[src/design/prsd_defs.svh]
// offsets, field positions, reset values and timing counts of the sequencer
// assumes: included by the package only; design files use its macros without including it
`ifndef PRSD_DEFS_SVH
`define PRSD_DEFS_SVH

// ************************************************************
// register byte offsets on apb
// ************************************************************
`define PRSD_OFF_BCT      12'h000
`define PRSD_OFF_PWAIT    12'h004
`define PRSD_OFF_PROM     12'h008
`define PRSD_OFF_DBCFG    12'h00c
`define PRSD_OFF_SDCFG    12'h010
`define PRSD_OFF_STATUS   12'h014
`define PRSD_OFF_RDATA    12'h018

// ************************************************************
// field positions
// ************************************************************
`define PRSD_BCT_CT7      0
`define PRSD_PWAIT_WS7_LO 0
`define PRSD_PWAIT_WS7_HI 2
`define PRSD_PROM_PWS_LO  0
`define PRSD_PROM_PWS_HI  2
`define PRSD_PROM_PS      4
`define PRSD_DBC_BW0      0
`define PRSD_SDC_TRP      0
`define PRSD_SDC_ACTIVATE_DELAY_BIT     1

// ************************************************************
// reset values and fixed figures
// ************************************************************
`define PRSD_RST_BCT      32'h0000_0000
`define PRSD_RST_PWAIT    32'h0000_0000
`define PRSD_RST_PROM     32'h0000_0000
`define PRSD_RST_DBC      32'h0000_0000
`define PRSD_RST_SDC      32'h0000_0000
`define PRSD_ROM_BLOCK    3'h7
`define PRSD_CAS_LAT      3'h2
`define PRSD_BANKS        4
`define PRSD_ROW_W        12

`endif

[src/design/prsd_pkg.sv]
// types of the page-rom / sdram bus cycle sequencer
// assumes: prsd_defs.svh is on the include path
package prsd_pkg;
`include "prsd_defs.svh"

   // ************************************************************
   // request source and sdram command
   // ************************************************************
   typedef enum logic [2:0] {
      prsd_src_load, prsd_src_fetch, prsd_src_dma, prsd_src_store,
      prsd_src_icache, prsd_src_dcache, prsd_src_blkld, prsd_src_blkst
   } prsd_src_t;

   typedef enum logic [2:0] {
      prsd_cmd_nop, prsd_cmd_pre, prsd_cmd_act, prsd_cmd_rd, prsd_cmd_wr
   } prsd_sdcmd_t;

   // request from the core side
   typedef struct packed {
      logic        valid;
      prsd_src_t   src;
      logic        sdram;
      logic [2:0]  block;
      logic [1:0]  bank;
      logic [11:0] row;
      logic [7:0]  col;
      logic [1:0]  size;
   } prsd_req_t;

   // memory side outputs
   typedef struct packed {
      logic        rom_cs;
      logic        rom_strobe;
      logic        rom_addr_st;
      logic        off_page;
      logic        wide16;
      logic [3:0]  beat;
      prsd_sdcmd_t sd_cmd;
      logic [1:0]  sd_bank;
      logic [11:0] sd_addr;
      logic        sd_capture;
   } prsd_mem_t;
endpackage

[src/design/prsd_row_table.sv]
// open-row table: one row register and valid flag per sdram bank
// assumes: lookup data registered, one cycle after the bank is presented
`timescale 1ns/10ps
module prsd_row_table (
   // clock and reset
   input  wire logic        pclk,
   input  wire logic        presetn,
   // lookup
   input  wire logic [1:0]  bank,
   input  wire logic [11:0] row,
   output logic             hit,
   // update
   input  wire logic        open,
   input  wire logic        refresh
);
   import prsd_pkg::*;

   typedef struct packed {
      logic [`PRSD_BANKS-1:0]       vld;
      logic [`PRSD_BANKS-1:0][11:0] rows;
      logic                         hit;
   } prsd_rst_t;

   prsd_rst_t st, next_st;

   // per bank update; refresh clears every valid flag
   always_comb begin
      next_st = st;
      next_st.hit = st.vld[bank] && (st.rows[bank] == row);
      for (int i = 0; i < `PRSD_BANKS; i++) begin
         if (refresh) begin
            next_st.vld[i] = 1'b0;
         end else if (open && bank == i[1:0]) begin
            next_st.vld[i]  = 1'b1;
            next_st.rows[i] = row;
         end
      end
   end

   assign hit = st.hit;

   always_ff @(posedge pclk or negedge presetn) begin
      if (!presetn) begin
         st <= '0;
      end else begin
         st <= next_st;
      end
   end
endmodule

[src/design/prsd_seq.sv]
// bus cycle sequencer for page-mode rom (block 7) and sdram
// assumes: apb from a single master, core request held until done pulses
`timescale 1ns/10ps
module prsd_seq (
   // apb clock and reset
   input  wire logic            pclk,
   input  wire logic            presetn,
   // apb slave
   input  wire logic            psel,
   input  wire logic            penable,
   input  wire logic            pwrite,
   input  wire logic [11:0]     paddr,
   input  wire logic [31:0]     pwdata,
   output logic [31:0]          prdata,
   output logic                 pready,
   output logic                 pslverr,
   // core request
   input  wire prsd_pkg::prsd_req_t req,
   output logic                 req_done,
   output logic                 req_err,
   // strap and refresh
   input  wire logic            bus_width_strap_pin,
   input  wire logic            auto_refresh,
   // memory side
   input  wire logic            ready_n,
   output prsd_pkg::prsd_mem_t  mem
);
   import prsd_pkg::*;

   typedef enum logic [3:0] {
      s_idle, s_rom_addr, s_rom_strobe, s_sd_look, s_sd_pre, s_sd_act,
      s_sd_cmd, s_sd_drain, s_gap
   } prsd_state_t;

   typedef struct packed {
      prsd_state_t state;
      logic [31:0] bct, pwait, prom, dbc, sdram_config_register;
      logic [31:0] prdata;
      logic        pready, pslverr;
      logic        done, err;
      logic        burst, write, rd_core;
      logic [3:0]  beat, beats;
      logic [1:0]  gap;
      logic [2:0]  lat;
      logic [7:0]  reads;
      prsd_mem_t   mem;
   } prsd_st_t;

   prsd_st_t st, next_st;
   logic     wc_load, wc_step, wc_done, rt_hit, rt_open;
   logic [2:0] wc_waits;
   logic     is_burst, is_write, rom_sel, off_pg;

   // ************************************************************
   // helpers
   // ************************************************************
   prsd_wait_ctr u_wait (
      .pclk    (pclk),
      .presetn (presetn),
      .load    (wc_load),
      .waits   (wc_waits),
      .step    (wc_step),
      .ready_n (ready_n),
      .done    (wc_done)
   );

   prsd_row_table u_rows (
      .pclk    (pclk),
      .presetn (presetn),
      .bank    (req.bank),
      .row     (req.row),
      .hit     (rt_hit),
      .open    (rt_open),
      .refresh (auto_refresh)
   );

   // ************************************************************
   // sequencer
   // ************************************************************
   always_comb begin
      next_st   = st;
      wc_load   = 1'b0;
      wc_step   = 1'b0;
      wc_waits  = st.pwait[`PRSD_PWAIT_WS7_HI:`PRSD_PWAIT_WS7_LO];
      rt_open   = 1'b0;
      is_burst  = req.src inside {prsd_src_icache, prsd_src_dcache, prsd_src_blkld, prsd_src_blkst};
      is_write  = req.src inside {prsd_src_store, prsd_src_blkst};
      rom_sel   = !req.sdram && req.block == `PRSD_ROM_BLOCK && st.bct[`PRSD_BCT_CT7];
      // rom off-page: first beat, or beat five on an 8-byte page in 16-bit mode
      off_pg    = (st.beat == 4'h0)
                  || (st.mem.wide16 && st.prom[`PRSD_PROM_PS] && st.beat == 4'h4);
      next_st.done = 1'b0;
      next_st.err  = 1'b0;
      next_st.mem.sd_cmd     = prsd_cmd_nop;
      next_st.mem.sd_capture = 1'b0;
      next_st.mem.rom_addr_st = 1'b0;
      // read capture pipeline, two clocks after each read command
      next_st.reads = {st.reads[6:0], st.mem.sd_cmd == prsd_cmd_rd};
      // the shift stage itself is one clock, so the tap sits one stage early
      if (st.reads[`PRSD_CAS_LAT-3'h2]) begin
         next_st.mem.sd_capture = 1'b1;
      end
      unique case (st.state)
         s_idle: begin
            if (req.valid && !st.done && !st.err) begin
               next_st.burst = is_burst;
               next_st.write = is_write;
               next_st.rd_core = !is_write;
               next_st.beat  = 4'h0;
               if (req.sdram) begin
                  next_st.mem.wide16 = st.dbc[`PRSD_DBC_BW0];
                  next_st.beats = is_burst ? 4'h4 : 4'h1;
                  next_st.mem.sd_bank = req.bank;
                  next_st.state = s_sd_look;
               end else if (rom_sel && !is_write && req.src != prsd_src_dcache) begin
                  next_st.mem.wide16 = bus_width_strap_pin;
                  next_st.beats = !is_burst ? 4'h1 : (bus_width_strap_pin ? 4'h8 : 4'h4);
                  next_st.state = s_rom_addr;
               end else begin
                  next_st.err = 1'b1;
               end
            end
         end
         s_rom_addr: begin
            next_st.mem.rom_cs      = 1'b1;
            next_st.mem.rom_addr_st = 1'b1;
            next_st.mem.off_page    = off_pg;
            next_st.mem.beat        = st.beat;
            wc_load  = 1'b1;
            wc_waits = off_pg ? st.pwait[`PRSD_PWAIT_WS7_HI:`PRSD_PWAIT_WS7_LO]
                              : st.prom[`PRSD_PROM_PWS_HI:`PRSD_PROM_PWS_LO];
            next_st.state = s_rom_strobe;
            next_st.mem.rom_strobe = 1'b1;
         end
         s_rom_strobe: begin
            wc_step = 1'b1;
            if (wc_done) begin
               if (st.beat + 4'h1 == st.beats) begin
                  next_st.mem.rom_cs     = 1'b0;
                  next_st.mem.rom_strobe = 1'b0;
                  next_st.done  = 1'b1;
                  next_st.gap   = 2'h1;
                  next_st.state = s_gap;
               end else begin
                  next_st.beat  = st.beat + 4'h1;
                  next_st.mem.rom_strobe = 1'b0;
                  next_st.state = s_rom_addr;
               end
            end
         end
         s_sd_look: begin
            // ready plays no part in any sdram state
            next_st.mem.sd_addr = {4'h0, req.col};
            if (rt_hit) begin
               next_st.mem.off_page = 1'b0;
               next_st.state = s_sd_cmd;
            end else begin
               next_st.mem.off_page = 1'b1;
               next_st.mem.sd_cmd = prsd_cmd_pre;
               next_st.gap   = st.sdram_config_register[`PRSD_SDC_TRP] ? 2'h1 : 2'h0;
               next_st.state = s_sd_pre;
            end
         end
         s_sd_pre: begin
            if (st.gap != 2'h0) begin
               next_st.gap = st.gap - 2'h1;
            end else begin
               next_st.mem.sd_cmd  = prsd_cmd_act;
               next_st.mem.sd_addr = req.row;
               rt_open = 1'b1;
               // short gap goes straight to the access, long gap waits one state
               next_st.gap   = 2'h0;
               next_st.state = st.sdram_config_register[`PRSD_SDC_ACTIVATE_DELAY_BIT] ? s_sd_act : s_sd_cmd;
            end
         end
         s_sd_act: begin
            if (st.gap != 2'h0) begin
               next_st.gap = st.gap - 2'h1;
            end else begin
               next_st.state = s_sd_cmd;
            end
         end
         s_sd_cmd: begin
            next_st.mem.sd_cmd  = st.write ? prsd_cmd_wr : prsd_cmd_rd;
            next_st.mem.sd_addr = {4'h0, req.col + {4'h0, st.beat[1:0], 2'h0}};
            next_st.mem.beat    = st.beat;
            if (st.beat + 4'h1 == st.beats) begin
               next_st.gap   = 2'(`PRSD_CAS_LAT);
               next_st.state = st.write ? s_gap : s_sd_drain;
               if (st.write) begin
                  next_st.done = 1'b1;
                  next_st.gap  = 2'h0;
               end
            end else begin
               next_st.beat = st.beat + 4'h1;
            end
         end
         s_sd_drain: begin
            if (st.gap != 2'h0) begin
               next_st.gap = st.gap - 2'h1;
            end else begin
               next_st.done  = 1'b1;
               next_st.gap   = st.rd_core ? 2'h1 : 2'h0;
               next_st.state = s_gap;
            end
         end
         s_gap: begin
            if (st.gap != 2'h0) begin
               next_st.gap = st.gap - 2'h1;
            end else begin
               next_st.state = s_idle;
            end
         end
      endcase

      // ************************************************************
      // apb slave, zero wait states
      // ************************************************************
      next_st.pready  = 1'b0;
      next_st.pslverr = 1'b0;
      if (psel && !penable) begin
         next_st.pready = 1'b1;
         if (pwrite) begin
            unique case (paddr)
               `PRSD_OFF_BCT:   next_st.bct   = pwdata;
               `PRSD_OFF_PWAIT: next_st.pwait = pwdata;
               `PRSD_OFF_PROM:  next_st.prom  = pwdata;
               `PRSD_OFF_DBCFG: next_st.dbc   = pwdata;
               `PRSD_OFF_SDCFG: next_st.sdram_config_register   = pwdata;
               default:         next_st.pslverr = 1'b1;
            endcase
         end else begin
            unique case (paddr)
               `PRSD_OFF_BCT:    next_st.prdata = st.bct;
               `PRSD_OFF_PWAIT:  next_st.prdata = st.pwait;
               `PRSD_OFF_PROM:   next_st.prdata = st.prom;
               `PRSD_OFF_DBCFG:  next_st.prdata = st.dbc;
               `PRSD_OFF_SDCFG:  next_st.prdata = st.sdram_config_register;
               `PRSD_OFF_STATUS: next_st.prdata = {27'h0, st.mem.off_page, st.state};
               default: begin
                  next_st.prdata  = 32'h0;
                  next_st.pslverr = 1'b1;
               end
            endcase
         end
      end
   end

   // ************************************************************
   // state register
   // ************************************************************
   always_ff @(posedge pclk or negedge presetn) begin
      if (!presetn) begin
         st       <= '0;
         st.state <= s_idle;
         st.bct   <= `PRSD_RST_BCT;
         st.pwait <= `PRSD_RST_PWAIT;
         st.prom  <= `PRSD_RST_PROM;
         st.dbc   <= `PRSD_RST_DBC;
         st.sdram_config_register   <= `PRSD_RST_SDC;
      end else begin
         st <= next_st;
      end
   end

   assign prdata   = st.prdata;
   assign pready   = st.pready;
   assign pslverr  = st.pslverr;
   assign req_done = st.done;
   assign req_err  = st.err;
   assign mem      = st.mem;
endmodule

[src/design/prsd_wait_ctr.sv]
// wait counter for rom strobe states: programmed waits or ready, whichever is longer
// assumes: load pulses at the address state, step each strobe state
`timescale 1ns/10ps
module prsd_wait_ctr (
   // clock and reset
   input  wire logic       pclk,
   input  wire logic       presetn,
   // control
   input  wire logic       load,
   input  wire logic [2:0] waits,
   input  wire logic       step,
   input  wire logic       ready_n,
   // result
   output logic            done
);
   import prsd_pkg::*;

   typedef struct packed {
      logic [2:0] cnt;
   } prsd_wst_t;

   prsd_wst_t st, next_st;

   // count down; done only when count spent and ready active
   always_comb begin
      next_st = st;
      if (load) begin
         next_st.cnt = waits;
      end else if (step && st.cnt != 3'h0) begin
         next_st.cnt = st.cnt - 3'h1;
      end
   end

   assign done = step && (st.cnt == 3'h0) && !ready_n;

   always_ff @(posedge pclk or negedge presetn) begin
      if (!presetn) begin
         st <= '0;
      end else begin
         st <= next_st;
      end
   end
endmodule

[config.mk]
export PLATFORM = sky130hd
export DESIGN_NAME = prsd_seq
export DESIGN_NICKNAME = d
export VERILOG_FILES = /design/src/design/prsd_pkg.sv /design/src/design/prsd_row_table.sv /design/src/design/prsd_seq.sv /design/src/design/prsd_wait_ctr.sv
export VERILOG_INCLUDE_DIRS = /design/src /design/src/design
export SDC_FILE = /design/constraint.sdc
export NUM_CORES = 1
export LEC_CHECK = 0
export ABC_CLOCK_PERIOD_IN_PS = 3500
export BUFFER_PORTS_ARGS = -buffer_cell sky130_fd_sc_hd__buf_2
export CAP_MARGIN = 20
export CORE_MARGIN = 2
export CORE_UTILIZATION = 55
export CTS_CLUSTER_SIZE = 20
export DETAILED_ROUTE_END_ITERATION = 10
export MAX_ROUTING_LAYER = met4
export PLACE_DENSITY = 0.85
export SETUP_SLACK_MARGIN = 0.5
export SLEW_MARGIN = 20
export SYNTH_ARGS = -nofsm -noshare
export SYNTH_HDL_FRONTEND = slang
export SYNTH_SLANG_ARGS = --single-unit
[constraint.sdc]
create_clock -name pclk -period 3.5 [get_ports pclk]
set_input_delay 0.35 -clock pclk [delete_from_list [all_inputs] [get_ports pclk]]
set_output_delay 0.35 -clock pclk [all_outputs]
set_load 0.01 [all_outputs]
==> results.yml, run 1 <==
sta:
  fin_tns_setup_ps: 0
  slew_headroom_pct: 46.6
  post-route-period-util_pct: 76.7
  fin_crit_ps: 2690
  tightest_slew_ps: 791
  rsz0062_at_grt: "false"
  clock_skew_ps: 24.0
  hold_violations: 0
  setup_viol: 0
  report.final.slew_viol_count: 0
  max_freq_mhz: 372
grt:
  gr-total-overflow: 0
  grt_pass1_vias: 9768
  grt_antenna_before_repair: 3
  grt_max_degree: 97
  grtUsageTotal_pct: 25.3
  grt_pass1_wl_mm: 51.5
worst_setup_path:
  cp.arrival_ps: 3130
  reg2regPathDepth: 6
  cp-start-kind: "flop"
  crit_fanout: 17
  r2r_start: "st[249]"
  r2r_end: "u_rows.st[15]"
  endpoint_kind: "flop"
  crit_type: "reg2reg"
  crit_required_ps: 3950
  worst-r2r-setup-slack_ps: 810
die:
  start_util_pct: 55.8
  dieArea_sq_um: 26700
  fp.dieW_um: 163
  core_sq_um: 25000
  dieHeight_um: 163
  rows: 58
  pin_count: 147
clock_network:
  cts_buffers: 31
  cts_tree: "yes"
  clock_latency_ps: 580
  clock_path_buffers: 3
  root_buffer: "clkbuf_16"
  cts_sinks: 295
  htreeDepth: 1
  post_cts_buffers: 0
  holdBufCountCts: 3
  clkTransAtPathRegs_ps: 60
  cts-resized-gates: 0
routing:
  drtIter0Drc: 765
  viasPerCell: 6.06
  post_drt_wl_per_cell_um: 20.7
  firstDrtPassIters: 7
  drc_errors: 0
  ant_nets: 0
  drt-total-wl_mm: 32.4
  num_vias: 9507
logic_synthesis:
  synth-async-reset-ratio_pct: 100
  yosys_warnings: 0
  yosys.cell_count.top_type: "dfrtp_1"
  syn_area_sq_um: 14000
  synthCells: 1131
  yosys-top-cells-count: "dfrtp_1 (295), mux2_2 (188), nor2_1 (82), buf_4 (60), a21oi_1 (52)"
  ys.flop_type: "dfrtp_1"
  yosysTopAreaCell: "dfrtp_1"
  synth_edf_count: 0
  avgSynthCellArea_sq_um: 12.4
  yosysSeqAreaShare_pct: 52.8
  synth_area_leaders: "dfrtp_1 (53%), mux2_2 (15%), buf_4 (3.2%), mux2i_1 (2.8%), mux2_1 (2.7%)"
  synth_nets: 1225
  synth_top_area_share_pct: 52.8
  synth_cell_types: 65
  ys_ff_latch: 295
final_layout:
  layout.area.seq_sq_um: 7380
  post-route-util_pct: 63.7
  fillers: 1823
  area_growth_syn_to_layout_pct: 14.1
  nets: 1304
  drive_gt1_share_pct: 36.1
  multi_input_area_sq_um: 5800
power_and_ir_drop:
  ir_worst_vdd_uv: 520
  leakage_nw: 7.74
  power_mw: 10.4
  power_density_nw_per_um2: 655
worst_hold_path:
  min_to: "st[48]"
  hold_path_class: "in2reg"
  min_from: "req[28]"
  hold_path_depth: 2
place:
  port_buffers: 144
  detailed_place_hpwl_mm: 20.3
  gp_congestion: 0.854
run:
  max_cap_viol_count: 0
status:
  status: "complete, no violations"
## worst max path at each step
| stage | start | end | cells after the start |
|---|---|---|---|
| finish | st[249] | u_rows.st[15] | 6 |
| global route | st[249] | u_rows.st[20] | 6 |
| CTS | st[249] | u_rows.st[15] | 6 |
| detailed placement | paddr[10] | st[104] | 6 |
| global placement | paddr[10] | st[106] | 6 |
| floorplan | paddr[10] | st[153] | 7 |
## cells by family after synthesis
logic type,Yosys count,synth area share (%)
adder cells (fa/ha/maj),10,0.949
flip-flops,295,52.8
multiplexers,274,22.8
buffers and inverters,148,5.91
AO/OA/AOI/OAI,195,9.35
AND/OR/NAND/NOR,191,6.93
XOR/XNOR,18,1.23
## per-layer routing
metal,track usage [%],routed length (um),vias to the layer above
met5,-,0,-
met2,40.8,16100,351
met1,32.0,13200,4853
met4,9.81,1030,0
met3,4.57,2100,84
li1,-,-,4219
## metrics by stage
step / worst slack (ps) / cells / hold slack (ps) / cell area, sq um
after floorplan: 920 / 1131 / 54.4 / 14000
after global placement: 547 / 1504 / 334 / 14700
after detailed placement: 516 / 1504 / 335 / 14700
after CTS: 827 / 1563 / 2.07 / 15900
after global routing: 691 / 1566 / 5.89 / 15900
final: 815 / 1568 / 23.8 / 15900
## report_power, final
group	switching (mW)	internal, mW	leakage [nW]
Sequential	0.354	3.92	3.97
Clock	1.37	2.38	0.582
Combinational	1.31	1.11	3.18
## final cells by class
cell class	instances	share of cell area [%]
clock inverter	14	1.83
antenna	5	0.0785
inverter	20	0.471
clock buffer	42	5.63
sequential	295	46.3
timing repair buffer	174	6.67
multi-input combinational	688	36.4
tap	330	2.59
## sequential cells by signal, indices dropped and copies added (netlist names)
register	flops
mem	27
u_wait.st	3
req_err	1
req_done	1
next_st	1
u_rows.st	52
u_rows.hit	1
st	175
prdata	32
pready	1
pslverr	1
## cell usage in the layout (no fill, tap or decap), drive strengths merged, types with 5 or more instances in the layout
cell,Yosys,routed
nand2,27,27
nor2b,12,12
mux2,222,222
clkbuf,42,42
a22oi,7,7
ha,9,9
nor2,82,82
xor2,7,7
nand3,20,20
inv,19,21
a222oi,5,5
diode,0,5
o22ai,6,6
bufinv,0,8
a21o,7,7
a21oi,52,52
mux4,13,13
dfrtp,295,295
a211oi,30,30
xnor2,10,10
o21ai,34,34
mux2i,39,39
nand2b,7,7
a221oi,27,27
nor3,7,7
buf,86,171
## critical path, stage by stage, from the launching register on
cell	delay (ps)
dfrtp_1	660
nor4b_1	330
buf_4	200
nand2_1	140
nor2_1	180
nand3b_1	550
mux2_2	500
(Power assumes the default switching activity.)
==> run 2, diff against run 1 <==
Settings changed: ABC_CLOCK_PERIOD_IN_PS 3500 to 2600.
Clock period 3.5 ns to 2.6 ns, I/O delays scaled along.
==> run 2 against run 1 <==
Total power rose by 33%. Sequential power rose by 35%. Fmax rose by 32%. Non-clock buffer count rose by 76. Wire length rose by 4.0%. Global-route usage rose by 1.1 points. First-iteration DRC count rose by 12%. Die area did not move. Worst hold slack got worse by 1.8 ps. Core utilization rose by 3.5 points. Register-to-register slack got worse by 250 ps. Clock power rose by 18%.
==> results.yml, run 2 (same netlist as run 1, synthesis figures left out) <==
worst_setup_path:
  slowest_stage: "dfrtp_2"
  reg2regPathDepth: 7
  cp.arrival_ps: 2480
  crit_fanout: 9
  r2r_end: "mem[20]"
  crit_type: "reg2reg"
  cpPeakStageDelay_ps: 490
  cp-startpoint: "st[247]"
  worst-r2r-setup-slack_ps: 560
  crit_required_ps: 3040
  endpoint_kind: "flop"
  r2r_start: "st[247]"
  path_cells: "buf_12, buf_4, buf_4, nand3_1, nor2_1, nor2_1, mux2_2"
  crit_buf_inv: 3
  crit_cells: 7
  cp-start-kind: "flop"
  crit_family: "simple AND/OR/NAND/NOR gates"
  endpoint: "mem[20]"
sta:
  fin_ws_ps: 560
  report.final.slew_viol_count: 0
  holdWs_ps: 22.1
  max_freq_mhz: 490
  hold_violations: 0
  tightest_slew_ps: 828
  fin_crit_ps: 2040
  clock_skew_ps: 23.2
  slew_headroom_pct: 44.8
  post-route-period-util_pct: 78.5
  rsz0062_at_grt: "true"
  setup_viol: 0
  fin_tns_setup_ps: 0
place:
  gp_congestion: 0.912
  detailed_place_hpwl_mm: 21.6
  placed_cells: 1533
  port_buffers: 144
  place_ws_ps: -16.1
  place_area_sq_um: 15200
clock_network:
  root_buffer: "clkbuf_16"
  cts_sinks: 295
  cts_buffers: 30
  clkTransAtPathRegs_ps: 60
  clock_path_buffers: 3
  clock_latency_ps: 570
  cts_tree: "yes"
  htreeDepth: 1
routing:
  firstDrtPassIters: 8
  ant_nets: 0
  viasPerCell: 5.97
  drtIter0Drc: 858
  drc_errors: 0
  drt-total-wl_mm: 33.7
  post_drt_wl_per_cell_um: 20.6
  num_vias: 9756
final_layout:
  n_antenna_cell: 0
  drive_gt1_share_pct: 39.4
  final_common_cell: "dfrtp_1"
  layout_common_cells: "dfrtp_1 (289), buf_2 (143), mux2_2 (124)"
  area_growth_syn_to_layout_pct: 20.4
  multi_input_area_sq_um: 6180
  largest_reg_flops: 175
  fin_cells: 1634
  fillers: 1771
  layout.area.seq_sq_um: 7390
  post-route-util_pct: 67.2
  nets: 1379
  top_register: "st"
  fin_area_sq_um: 16800
power_and_ir_drop:
  swShare_pct: 30.1
  p_clk_share_pct: 31.7
  power_density_nw_per_um2: 828
  p_seq_share_pct: 41.4
  power_mw: 13.9
  comb_power_share_pct: 26.9
  ir_worst_vdd_uv: 789
  power.switching_mw: 4.19
  leakage_nw: 8.08
  internal_power_mw: 9.74
die:
  fp.dieW_um: 163
  start_util_pct: 55.8
  dieArea_sq_um: 26700
  rows: 58
  dieHeight_um: 163
  pin_count: 147
  core_sq_um: 25000
grt:
  gr-total-overflow: 0
  grtUsageTotal_pct: 26.4
  grt_pass1_vias: 10300
  grt_pass1_wl_mm: 54.2
  grt_antenna_before_repair: 0
  grt_max_degree: 77
worst_hold_path:
  hold_path_class: "in2reg"
  hold_path_depth: 3
run:
  max_cap_viol_count: 0
status:
  status: "complete, no violations"
==> run 2: changes by cell type in the layout (fill, tap and decap cells not counted), sizes merged, moves of 2 or more <==
cell,before,now
dlygate4sd3,3,36
buf,171,214
diode,5,0
inv,21,19
clkinv,4,6
bufinv,8,3
==> run 2: how the worst min path moves through the flow <==
| stage | startpoint | end | slack, ps |
|---|---|---|---|
| 2_1_floorplan | presetn | mem[0] | -40 |
| 3_5_place_dp | presetn | u_rows.st[34] | 280 |
| 6_report | req[3] | mem[2] | 20 |
| 5_1_grt | pwdata[1] | st[216] | 9 |
| 4_1_cts | auto_refresh | u_rows.st[50] | 5 |
| 3_3_place_gp | presetn | u_rows.st[34] | 270 |
==> run 2: per-layer routing <==
layer,global-route usage [%],vias up,share of wire (%),wire length [um]
met4,8.09,0,2.4,818
li1,-,4345,-,-
met1,34.7,5009,43,14500
met2,42.6,331,49,16400
met5,-,-,0,0
met3,4.16,71,5.9,1980
==> run 2: cell type report <==
| class | instances | share of cell area [%] |
|---|---|---|
| Inverter | 20 | 0.446 |
| Clock buffer | 43 | 5.23 |
| Sequential cell | 295 | 43.9 |
| Clock inverter | 8 | 0.833 |
| Tap cell | 330 | 2.45 |
| Timing Repair Buffer | 250 | 10.4 |
| Multi-Input combinational cell | 688 | 36.7 |
==> run 2: worst reg2reg max path, cell delays in order (launching register included) <==
cell,delay [ps]
dfrtp_2,490
buf_12,170
buf_4,160
buf_4,160
nand3_1,140
nor2_1,90
nor2_1,330
mux2_2,390
==> run 2: what timing repair did <==
action,in CTS,in global routing
hold buffers,36,0
buffers inserted,4,10
setup endpoints to repair,41,42
gates resized for setup,14,14
pin swaps,0,5
endpoints found under the hold margin,217,0
==> run 2: power groups by stage <==
stage | combinational [mW] | clock (mW) | sequential [mW]
2_1_floorplan | 2.69 | 0 | 5.64
3_3_place_gp | 3.21 | 0 | 5.81
3_5_place_dp | 3.34 | 0 | 5.85
4_1_cts | 3.51 | 4.47 | 5.77
5_1_grt | 4.10 | 4.68 | 5.84
6_report | 3.74 | 4.42 | 5.76
==> run 3, diff against run 2 <==
Settings changed: ABC_CLOCK_PERIOD_IN_PS 2600 to 1900.
Clock period 2.6 ns to 1.9 ns, I/O delays scaled along.
==> run 3 against run 2 <==
The run now ends with negative hold slack, negative setup slack left. Combinational power grew 130%. Worst setup slack lost 900 ps. Worst hold slack lost 48 ps. Via count grew 27%. First-iteration DRC count grew 78%. Total power grew 63%. Largest cell class is now multi-input gates. Largest power group is now combinational logic.
==> results.yml, run 3 (same netlist as run 1, synthesis figures left out) <==
final_layout:
  fillers: 1101
  area_growth_syn_to_layout_pct: 45.9
  drive_gt1_share_pct: 56.1
  largest_reg_flops: 175
  layout_common_cells: "dfrtp_1 (290), mux2_4 (173), buf_2 (142)"
  final_common_cell: "dfrtp_1"
  fin_cells: 1815
  top_register: "st"
  fin_area_sq_um: 20400
  nets: 1552
die:
  start_util_pct: 55.8
  dieHeight_um: 163
  rows: 58
  fp.dieW_um: 163
  pin_count: 147
  core_sq_um: 25000
  dieArea_sq_um: 26700
worst_setup_path:
  slowest_stage: "nor2_1"
  cpPeakStageDelay_ps: 530
  cp-start-kind: "flop"
  crit_required_ps: 2370
  crit_fanout: 4
  crit_type: "reg2reg"
  path_cells: "ha_4, xnor3_1, nand3_2, buf_4, nor2_1, o21ai_0, o2111a_1"
  crit_family: "simple AND/OR/NAND/NOR gates"
  endpoint_kind: "flop"
  cp.arrival_ps: 2700
  crit_buf_inv: 1
sta:
  slew_headroom_pct: 51.2
  fin_ws_ps: -336
  hold_violations: 1
  fin_crit_ps: 2240
  report.final.slew_viol_count: 0
  post-route-period-util_pct: 118
  holdWs_ps: -25.5
  setup_viol: 213
  fin_tns_setup_ps: -25630
  tightest_slew_ps: 732
  clock_skew_ps: 22.7
  max_freq_mhz: 447
  rsz0062_at_grt: "true"
place:
  placed_cells: 1585
  port_buffers: 144
  gp_congestion: 0.901
  detailed_place_hpwl_mm: 23.7
  place_area_sq_um: 16000
routing:
  ant_nets: 0
  num_vias: 12400
  firstDrtPassIters: 8
  drc_errors: 0
  drt-total-wl_mm: 56.0
  post_drt_wl_per_cell_um: 30.9
  viasPerCell: 6.85
  drtIter0Drc: 1523
clock_network:
  clock_path_buffers: 3
  htreeDepth: 1
  root_buffer: "clkbuf_16"
  clock_latency_ps: 590
  cts_sinks: 295
  clkTransAtPathRegs_ps: 70
  cts_tree: "yes"
  cts_buffers: 30
power_and_ir_drop:
  comb_power_share_pct: 38.2
  internal_power_mw: 14.9
  leakage_nw: 9.55
  power_density_nw_per_um2: 1110
  power_mw: 22.7
  p_seq_share_pct: 35.3
  swShare_pct: 34.4
  p_clk_share_pct: 26.5
  power.switching_mw: 7.81
  ir_worst_vdd_uv: 896
grt:
  grt_pass1_vias: 12400
  grt_max_degree: 72
  grtUsageTotal_pct: 37.2
  grt_antenna_before_repair: 5
  grt_pass1_wl_mm: 72.7
  gr-total-overflow: 0
worst_hold_path:
  hold_path_class: "in2reg"
run:
  max_cap_viol_count: 0
status:
  violations: "negative hold slack, negative setup slack"
  status: "finished with violations"
[run 3: cell type report]
class	count	area (sq um)	area share, %
timing repair buffer	423	4050	19.9
sequential	295	7390	36.2
clock inverter	13	104	0.509
antenna	5	12.5	0.0614
inverter	20	83.8	0.411
tap	330	413	2.03
multi-input combinational	688	7480	36.7
clock buffer	41	852	4.18
[run 3: path summary, 6_finish.rpt]
kind	slack [ps]	to	from	depth (start not counted)
worst min register to register	340	mem[0]	next_st[28]	0
max in group asynchronous	1050	u_rows.st[10]	presetn	3
worst max-delay path	-340	st[247]	st[45]	7
min in group asynchronous	100	mem[0]	presetn	2
worst max register to register	-340	st[247]	st[45]	7
worst min-delay path	-30	mem[3]	req[4]	3
[run 3: metrics by stage]
stage	hold slack [ps]	util, %	setup WS [ps]
2_1_floorplan	-106	-	-497
3_3_place_gp	108	63.8	-589
3_5_place_dp	105	63.8	-642
4_1_cts	2.50	78.2	-118
5_1_grt	19.8	81.4	-339
6_report	-25.5	81.4	-336
[run 3: power groups by stage]
stage          registers [mW]  clock network, mW  logic [mW]
6_report                 8.02               6.02        8.66
5_1_grt                  8.06               6.23        9.07
4_1_cts                  7.84               5.77        7.11
3_5_place_dp             7.93                  0        5.93
3_3_place_gp             7.88                  0        5.69
2_1_floorplan            7.76                  0        4.42
[run 3: worst register-to-register path, cell delays in order (launching register included)]
cell and delay [ps]:
dfrtp_2 450, ha_4 180, xnor3_1 230, nand3_2 100, buf_4 150, nor2_1 530
o21ai_0 290, o2111a_1 190
[run 3: layer usage]
layer  track usage, %  wire length [um]  up-vias
met5                -                 0        -
met2             60.3             26600     1132
li1                 -                 -     4700
met3             7.57              6030      384
met1             44.3             19100     6213
met4             19.1              4320        0
[run 3: repair_timing]
action / 4_1_cts / 5_1_grt
pin swaps: 81 / 67
endpoints found under the setup margin: 287 / 291
resized for setup: 292 / 105
cloned: 18 / 0
endpoints found under the hold margin: 499 / 0
buffers inserted: 66 / 38
hold buffers: 49 / 0
